`src/rtl/clock_status_pkg.sv`:
```
// constants, field layouts and carriers for the clock status block
// Operation
// - one in pending_clear clears that pending flag
// - status bit 31 shows access error occurred
// - bits 6/5 flag synth lock dropped
// - bit 4 set while brownout enabled and low
// - bits 3/2 show synth1/synth0 locked
// - bit 1 shows slow oscillator ready
// - bit 0 shows main oscillator ready
// - unlock holds key high byte, 10-bit address
// - lock flag waits programmed slow-clock count
// - vco ratio (mul+1)/div, or 2(mul+1)
// - option bit 1 halves synth output
// - input divider div zero ones, else 2div
// - option bit 0 selects oscillator range
// - option bit 2 clear enables wide bandwidth
// - source 0 routes osc0; enable bit switches
// - pending flag set by event, held till cleared
// - mask set/clear registers; only masked interrupt
package clock_status_pkg;

    ////////////////////////////////////////////////////////////////
    // register byte offsets
    localparam logic [9:0] OFS_MASK_SET = 10'h000;
    localparam logic [9:0] OFS_MASK_CLEAR = 10'h004;
    localparam logic [9:0] OFS_MASK = 10'h008;
    localparam logic [9:0] OFS_PENDING = 10'h00C;
    localparam logic [9:0] OFS_PENDING_CLEAR = 10'h010;
    localparam logic [9:0] OFS_STATUS = 10'h014;
    localparam logic [9:0] OFS_UNLOCK = 10'h018;
    localparam logic [9:0] OFS_SYNTH0 = 10'h01C;
    localparam logic [9:0] OFS_SYNTH1 = 10'h020;

    ////////////////////////////////////////////////////////////////
    // flag bit positions and reset values
    localparam int BIT_ACCESS_ERROR = 31;
    localparam int BIT_SYNTH1_LOST = 6;
    localparam int BIT_SYNTH0_LOST = 5;
    localparam int BIT_BROWNOUT = 4;
    localparam int BIT_SYNTH1_LOCK = 3;
    localparam int BIT_SYNTH0_LOCK = 2;
    localparam int BIT_SLOW_OSC = 1;
    localparam int BIT_MAIN_OSC = 0;
    localparam logic [31:0] FLAG_MASK = 32'h8000007F;
    localparam logic [31:0] RESET_WORD = 32'h00000000;

    ////////////////////////////////////////////////////////////////
    // unlock and synth control field positions
    localparam logic [7:0] UNLOCK_KEY = 8'hAA;
    localparam int KEY_LSB = 24;
    localparam int CNT_LSB = 24;
    localparam int MUL_LSB = 16;
    localparam int DIV_LSB = 8;
    localparam int OPT_LSB = 3;
    localparam int SRC_LSB = 1;
    localparam int EN_BIT = 0;
    localparam logic [1:0] SRC_OSC0 = 2'h0;

    typedef struct packed {
        logic sel;
        logic write;
        logic [9:0] addr;
        logic [31:0] wdata;
    } bus_req_t;

    typedef struct packed {
        logic [5:0] count;
        logic [3:0] mul;
        logic [3:0] div;
        logic [2:0] opt;
        logic [1:0] src;
        logic en;
    } synth_ctrl_t;

    // settings driven to the analog synthesiser
    typedef struct packed {
        logic en;
        logic src_osc0;
        logic range_high;
        logic out_halve;
        logic wide_bw;
        logic [5:0] vco_num;
        logic [3:0] vco_den;
        logic [4:0] in_div;
    } synth_out_t;

endpackage : clock_status_pkg

```
`src/rtl/clock_status_pll_control.sv`:
```
// clock status, interrupt flags, unlock guard and synth control
module clock_status_pll_control (
    input wire logic core_clk,
    input wire logic rst,
    input wire clock_status_pkg::bus_req_t bus_req,
    output logic [31:0] bus_rdata,
    input wire logic main_osc_ready,
    input wire logic slow_osc_ready,
    input wire logic brownout_enabled,
    input wire logic supply_below,
    input wire logic slow_tick,
    input wire logic [1:0] synth_fault,
    input wire logic [1:0] sleep_reenable,
    output clock_status_pkg::synth_out_t [1:0] synth_cfg,
    output logic irq
);

    typedef struct packed {
        logic [31:0] mask;
        logic [31:0] pending;
        logic [31:0] status_prev;
        logic access_error;
        logic armed;
        logic [9:0] unlock_addr;
        clock_status_pkg::synth_ctrl_t [1:0] ctrl;
        logic [1:0][5:0] cnt;
        logic [1:0] locked;
        logic [1:0] lost;
        logic [31:0] rdata;
    } state_t;

    state_t s_q;
    state_t s_d;

    ////////////////////////////////////////////////////////////////
    // field packing helpers
    function automatic logic [31:0] pack_ctrl(
        input clock_status_pkg::synth_ctrl_t c
    );
        logic [31:0] w;
        w = clock_status_pkg::RESET_WORD;
        w[clock_status_pkg::CNT_LSB +: 6] = c.count;
        w[clock_status_pkg::MUL_LSB +: 4] = c.mul;
        w[clock_status_pkg::DIV_LSB +: 4] = c.div;
        w[clock_status_pkg::OPT_LSB +: 3] = c.opt;
        w[clock_status_pkg::SRC_LSB +: 2] = c.src;
        w[clock_status_pkg::EN_BIT] = c.en;
        return w;
    endfunction : pack_ctrl

    function automatic clock_status_pkg::synth_ctrl_t unpack_ctrl(
        input logic [31:0] w
    );
        clock_status_pkg::synth_ctrl_t c;
        c.count = w[clock_status_pkg::CNT_LSB +: 6];
        c.mul = w[clock_status_pkg::MUL_LSB +: 4];
        c.div = w[clock_status_pkg::DIV_LSB +: 4];
        c.opt = w[clock_status_pkg::OPT_LSB +: 3];
        c.src = w[clock_status_pkg::SRC_LSB +: 2];
        c.en = w[clock_status_pkg::EN_BIT];
        return c;
    endfunction : unpack_ctrl

    // ratio and option decode for the analog synthesiser
    function automatic clock_status_pkg::synth_out_t decode_ctrl(
        input clock_status_pkg::synth_ctrl_t c
    );
        clock_status_pkg::synth_out_t o;
        logic [5:0] m1;
        m1 = {2'h0, c.mul} + 6'h01;
        o.en = c.en;
        o.src_osc0 = (c.src == clock_status_pkg::SRC_OSC0);
        o.range_high = c.opt[0];
        o.out_halve = c.opt[1];
        o.wide_bw = ~c.opt[2];
        if (c.div == 4'h0) begin
            o.vco_num = 6'(m1 << 1);
            o.vco_den = 4'h1;
            o.in_div = 5'h01;
        end else begin
            o.vco_num = m1;
            o.vco_den = c.div;
            o.in_div = {c.div, 1'b0};
        end
        return o;
    endfunction : decode_ctrl

    // lock timer of one synthesiser, kept as one small carrier
    typedef struct packed {
        logic [5:0] cnt;
        logic locked;
        logic lost;
    } timer_t;

    // one clock step of a lock timer; a restart, a fault or a cleared
    // enable reloads the count, so a lock is never reported before the
    // full programmed wait has run from the latest change
    function automatic timer_t step_timer(
        input timer_t t,
        input logic restart_i,
        input logic fault_i,
        input logic en_i,
        input logic [5:0] count_i,
        input logic tick_i
    );
        timer_t n;
        n = t;
        // a fresh start forgets an earlier loss
        if (restart_i) begin
            n.lost = 1'b0;
        end
        // reload while held off, count slow ticks otherwise
        if (restart_i || fault_i || !en_i) begin
            n.locked = 1'b0;
            n.cnt = count_i;
        end else if (!t.locked) begin
            if (t.cnt == 6'h00) begin
                n.locked = 1'b1;
            end else if (tick_i) begin
                n.cnt = 6'(t.cnt - 6'h01);
            end
        end
        // any fall of the lock, disable included, marks a loss
        if (t.locked && !n.locked) begin
            n.lost = 1'b1;
        end
        return n;
    endfunction : step_timer

    // read mux over the mapped words; write-only words and holes
    // read as zero so that software never sees stale bus data
    function automatic logic [31:0] read_word(
        input logic [9:0] addr,
        input state_t s,
        input logic [31:0] status
    );
        logic [31:0] w;
        w = clock_status_pkg::RESET_WORD;
        case (addr)
            clock_status_pkg::OFS_MASK: w = s.mask;
            clock_status_pkg::OFS_PENDING: w = s.pending;
            clock_status_pkg::OFS_STATUS: w = status;
            clock_status_pkg::OFS_SYNTH0: w = pack_ctrl(s.ctrl[0]);
            clock_status_pkg::OFS_SYNTH1: w = pack_ctrl(s.ctrl[1]);
            default: w = clock_status_pkg::RESET_WORD;
        endcase
        return w;
    endfunction : read_word

    // unlock word decode: key match in the top bit, target offset below;
    // the offset is kept whole so a mismatched target never unlocks
    function automatic logic [10:0] unlock_target(
        input logic [31:0] w
    );
        logic key_ok;
        logic [9:0] target;
        key_ok = (w[clock_status_pkg::KEY_LSB +: 8] ==
            clock_status_pkg::UNLOCK_KEY);
        target = {w[9:8], w[7:0]};
        return {key_ok, target};
    endfunction : unlock_target

    // live status word: error, loss, brownout, lock and ready bits, rest zero
    function automatic logic [31:0] status_word(
        input state_t s,
        input logic bod,
        input logic slow_ready,
        input logic main_ready
    );
        logic [31:0] w;
        w = clock_status_pkg::RESET_WORD;
        w[clock_status_pkg::BIT_ACCESS_ERROR] = s.access_error;
        w[clock_status_pkg::BIT_SYNTH1_LOST] = s.lost[1];
        w[clock_status_pkg::BIT_SYNTH0_LOST] = s.lost[0];
        w[clock_status_pkg::BIT_BROWNOUT] = bod;
        w[clock_status_pkg::BIT_SYNTH1_LOCK] = s.locked[1];
        w[clock_status_pkg::BIT_SYNTH0_LOCK] = s.locked[0];
        w[clock_status_pkg::BIT_SLOW_OSC] = slow_ready;
        w[clock_status_pkg::BIT_MAIN_OSC] = main_ready;
        return w;
    endfunction : status_word

    ////////////////////////////////////////////////////////////////
    // live status word
    logic [31:0] status_now;
    logic bod_active;

    assign bod_active = brownout_enabled & supply_below;

    // status bits from the timers, the error flag and the pins
    assign status_now = status_word(s_q, bod_active, slow_osc_ready,
        main_osc_ready);

    ////////////////////////////////////////////////////////////////
    // next state
    logic hit;
    logic wr;
    logic guard_ok;
    logic ae_evt;
    logic [31:0] clr;
    logic [31:0] events;
    logic [1:0] restart;
    logic [10:0] key_hit;
    timer_t tmr;

    always_comb begin
        s_d = s_q;
        hit = bus_req.sel;
        wr = bus_req.sel & bus_req.write;
        guard_ok = s_q.armed && (s_q.unlock_addr == bus_req.addr);
        ae_evt = 1'b0;
        clr = clock_status_pkg::RESET_WORD;
        restart = sleep_reenable;
        key_hit = unlock_target(bus_req.wdata);
        tmr = '0;

        // any bus access consumes the unlock
        if (hit) begin
            s_d.armed = 1'b0;
        end

        // read mux, answered one cycle later
        s_d.rdata = clock_status_pkg::RESET_WORD;
        if (hit && !bus_req.write) begin
            s_d.rdata = read_word(bus_req.addr, s_q, status_now);
        end

        // register writes
        if (wr) begin
            case (bus_req.addr)
                // mask set and clear, one bit per source
                clock_status_pkg::OFS_MASK_SET: begin
                    s_d.mask = s_q.mask |
                        (bus_req.wdata & clock_status_pkg::FLAG_MASK);
                end
                clock_status_pkg::OFS_MASK_CLEAR: begin
                    s_d.mask = s_q.mask & ~bus_req.wdata;
                end
                clock_status_pkg::OFS_PENDING_CLEAR: begin
                    clr = bus_req.wdata & clock_status_pkg::FLAG_MASK;
                end
                // keyed unlock arms the guard for the next access
                clock_status_pkg::OFS_UNLOCK: begin
                    if (key_hit[10]) begin
                        s_d.armed = 1'b1;
                        s_d.unlock_addr = key_hit[9:0];
                    end
                end
                // protected control words, refused unless armed
                clock_status_pkg::OFS_SYNTH0: begin
                    if (guard_ok) begin
                        s_d.ctrl[0] = unpack_ctrl(bus_req.wdata);
                        restart[0] = 1'b1;
                    end else begin
                        ae_evt = 1'b1;
                    end
                end
                clock_status_pkg::OFS_SYNTH1: begin
                    if (guard_ok) begin
                        s_d.ctrl[1] = unpack_ctrl(bus_req.wdata);
                        restart[1] = 1'b1;
                    end else begin
                        ae_evt = 1'b1;
                    end
                end
                default: s_d.mask = s_d.mask;
            endcase
        end

        // lock timers per synthesiser
        for (int i = 0; i < 2; i++) begin
            tmr = step_timer({s_q.cnt[i], s_q.locked[i], s_q.lost[i]},
                restart[i], synth_fault[i], s_d.ctrl[i].en,
                s_d.ctrl[i].count, slow_tick);
            s_d.cnt[i] = tmr.cnt;
            s_d.locked[i] = tmr.locked;
            s_d.lost[i] = tmr.lost;
        end

        // access error status, set wins over clear
        if (clr[clock_status_pkg::BIT_ACCESS_ERROR]) begin
            s_d.access_error = 1'b0;
        end
        if (ae_evt) begin
            s_d.access_error = 1'b1;
        end

        // pending flags on rising status bits, set wins
        events = status_now & ~s_q.status_prev & clock_status_pkg::FLAG_MASK;
        events[clock_status_pkg::BIT_ACCESS_ERROR] = ae_evt;
        s_d.status_prev = status_now;
        s_d.pending = (s_q.pending & ~clr) | events;
    end

    ////////////////////////////////////////////////////////////////
    // state register
    always_ff @(posedge core_clk) begin
        if (rst) begin
            s_q <= '0;
        end else begin
            s_q <= s_d;
        end
    end

    ////////////////////////////////////////////////////////////////
    // outputs
    assign bus_rdata = s_q.rdata;
    assign irq = |(s_q.pending & s_q.mask);
    assign synth_cfg[0] = decode_ctrl(s_q.ctrl[0]);
    assign synth_cfg[1] = decode_ctrl(s_q.ctrl[1]);

endmodule : clock_status_pll_control

```
`config.mk`:
```
export PLATFORM = sky130hd
export DESIGN_NAME = clock_status_pll_control
export DESIGN_NICKNAME = d
export VERILOG_FILES = /design/src/rtl/clock_status_pkg.sv /design/src/rtl/clock_status_pll_control.sv
export SDC_FILE = /design/constraint.sdc
export NUM_CORES = 1
export LEC_CHECK = 0
export BUFFER_PORTS_ARGS = -buffer_cell sky130_fd_sc_hd__buf_2
export CORE_UTILIZATION = 60
export DETAILED_ROUTE_END_ITERATION = 12
export GPL_TIMING_DRIVEN = 0
export HOLD_SLACK_MARGIN = 0.06
export MAX_ROUTING_LAYER = met4
export PLACE_DENSITY = 0.95
export SLEW_MARGIN = 20
export SYNTH_ARGS = -nofsm -noshare
export SYNTH_HDL_FRONTEND = slang
export SYNTH_SLANG_ARGS = --single-unit
```
`constraint.sdc`:
```
create_clock -name core_clk -period 6.8 [get_ports core_clk]
set_input_delay 1.02 -clock core_clk [delete_from_list [all_inputs] [get_ports core_clk]]
set_output_delay 1.02 -clock core_clk [all_outputs]
set_load 0.01 [all_outputs]
```
==> flow_summary.json <==
{
  "status": "finished, final reports clean",
  "reg2reg_depth": 7,
  "diodes": 0,
  "cp-end-kind": "output pin",
  "synthArstFlopShare_pct": 0,
  "dr.pass1.iters": 6,
  "cp-startpoint": "s_q[54]",
  "cts_resized": 0,
  "fp.dieW_um": 107,
  "worstSetupPathType": "flip-flop to output pin",
  "portBuffers": 123,
  "yosysWarningCount": 0,
  "track_usage_pct": 36.6,
  "p_per_area_nw_per_um2": 238,
  "final_common_cell": "dfxtp_1",
  "syn_avg_cell_area_sq_um": 8.44,
  "nNetsFinal": 988,
  "r2r_end": "s_q[67]",
  "via_per_inst": 6.12,
  "hold_viol_final": 0,
  "clock_sinks": 147,
  "syn-num-nets": 846,
  "rr_startpoint": "s_q[92]",
  "worstPathMaxFanout": 8,
  "hold_class": "flip-flop to flip-flop",
  "drt-total-wl_mm": 20.1,
  "clockBufferDepth": 2,
  "numCtsBuffers": 17,
  "grt-ovfl-total": 0,
  "synth_top_area_share_pct": 44.4,
  "drc": 0,
  "fin_area_sq_um": 8030,
  "grt_setup_unrepaired": "no",
  "worst_ep_arrival_time_ns": 2.28,
  "dp_hpwl_mm": 13.1,
  "p_leak_nw": 3.30,
  "synth_cells": 785,
  "syn-cell-area_sq_um": 6630,
  "drive_gt1_share_pct": 23.9,
  "yosys_most_used_dff": "dfxtp_1",
  "final_cell_mix": "147 x dfxtp_1, 139 x nand2_1, 128 x buf_2, 110 x a21oi_1, 48 x nor2_1",
  "postCtsSetupRepairBufs": 0,
  "grt_pass1_wl_mm": 31.0,
  "antenna_found_initial": 0,
  "core_sq_um": 10800,
  "drv_slew": 0,
  "row_count": 38,
  "die_y_um": 107,
  "vdd_ir_drop_max_mv": 0.172,
  "synth-edff-count": 0,
  "timing.fmax_mhz": 303,
  "grt_pass1_vias": 6034,
  "cp-endpoint": "synth_cfg[13]",
  "placed_area_sq_um": 7420,
  "ioPinCount": 128,
  "final.setup_skew_ns": 0.00717,
  "wire_per_inst_um": 18.6,
  "dieArea_sq_um": 11500,
  "cts_tree": "yes",
  "worst_pin_slew_ns": 1.09,
  "final-setup-viol-count": 0,
  "synth.distinct_cells": 58,
  "holdBufCountCts": 0,
  "cts_max_level": 4,
  "crit_required_ns": 5.78,
  "synth_top_area_cell": "dfxtp_1",
  "min_period_ns": 3.30,
  "yosysSeqAreaShare_pct": 44.4,
  "place.gp.congestion": 0.959,
  "setup_tns_ns": 0,
  "grt_max_degree": 17,
  "regToRegSetupSlack_ns": 4.57,
  "ys_ff_latch": 147,
  "synth.area.top_cells": "dfxtp_1 44%, a21oi_1 8.3%, nand2_1 7.9%, buf_4 5.0%, nor2_1 2.7%",
  "clk_pin_slew_worst_paths_ns": 0.06,
  "clockRootBuffer": "clkbuf_8",
  "drtIter0Drc": 1043,
  "start_util_pct": 61.4,
  "ant_nets": 0,
  "period_share_pct": 48.5,
  "slew_headroom_pct": 27.0,
  "clk_latency_ns": 0.54,
  "max-cap-violations": 0,
  "worstSetupStartpointType": "flip-flop",
  "syn2layout_area_growth_pct": 21.1,
  "vias": 6606
}
area by class of cell:
class	count	area, sq um
timing repair buffer	123	616
clock inverter	10	155
multi-input combinational	528	3080
fill	709	2770
clock buffer	22	453
sequential	147	2940
buffer	98	562
inverter	12	45.0
tap	140	175
worst min path at each step:
stage,to,slack [ns],cells after the start,start
2_1_floorplan,s_q[171],0.41,2,s_q[171]
3_3_place_gp,s_q[186],0.41,2,s_q[186]
3_5_place_dp,s_q[177],0.42,2,s_q[177]
4_1_cts,s_q[187],0.43,2,s_q[187]
5_1_grt,s_q[185],0.44,2,s_q[185]
6_report,s_q[187],0.43,2,s_q[187]
cell families after synthesis:
family | count (synthesis) | synth area share [%]
buf+inv | 110 | 9.16
simple gates | 290 | 21.6
fa+ha+maj | 6 | 1.13
compound gates | 189 | 17.4
mux | 25 | 3.93
flops | 147 | 44.4
xor+xnor | 18 | 2.38
registers in the layout (all words and copies together) (netlist names), named ones only:
signal,count
s_d,5
s_q,96
bus_rdata,32
synth_cfg,6
where the power goes:
group,switching [mW],leakage (nW),internal (mW),total [mW]
clock network,0.356,0.295,0.613,0.969
logic,0.0501,1.82,0.0232,0.0733
registers,0.00127,1.18,0.864,0.865
total,0.407,3.30,1.50,1.91
per-stage QoR:
step	worst slack (ns)	total power [mW]	utilization, %	hold slack (ns)	std cells
after detailed placement	3.23	0.952	68.7	0.418	1048
final	3.50	1.91	74.4	0.429	1080
after floorplan	3.71	0.914	-	0.407	785
after CTS	3.53	1.90	74.4	0.428	1080
after global routing	3.33	1.95	74.4	0.445	1080
after global placement	3.24	0.951	68.7	0.414	1048
worst max-delay path, cell delays in order (launching register included):
cell and delay [ns]:
dfxtp_1 0.35, or4_1 0.53, clkbuf_1 0.22, o31ai_1 0.32, a32o_1 0.18, buf_2 0.14
synth_stat cells (3+ instances only):
cell type  count
nor2b_1        7
a22o_1         4
inv_1         12
nand3b_1       3
nor3b_1        4
nor2_1        48
a311oi_1       9
and4_1         4
clkbuf_1      44
a211o_1        6
nand2_1      139
buf_6          3
xor2_1         7
mux2_2         8
a222oi_1       3
nor3_1         6
a22oi_1       21
a32o_1         3
a211oi_1       3
a31oi_1        3
nand2b_1      15
or4_1          4
nor4_1         6
a21o_1         3
buf_2          5
o21ai_0       12
a21oi_1      110
and2_1        10
ha_1           6
buf_4         44
nand4_1        6
dfxtp_1      147
mux2i_1       17
or3_1          4
nand3_1       14
xnor2_1       11
layer usage:
metal / part of all wire [%] / track usage, %
met1: 37 / 44.2
met2: 46 / 56.4
met3: 12 / 8.21
met4: 5.6 / 21.0
met5: 0 / -
Power figures use the tool's default switching activity.
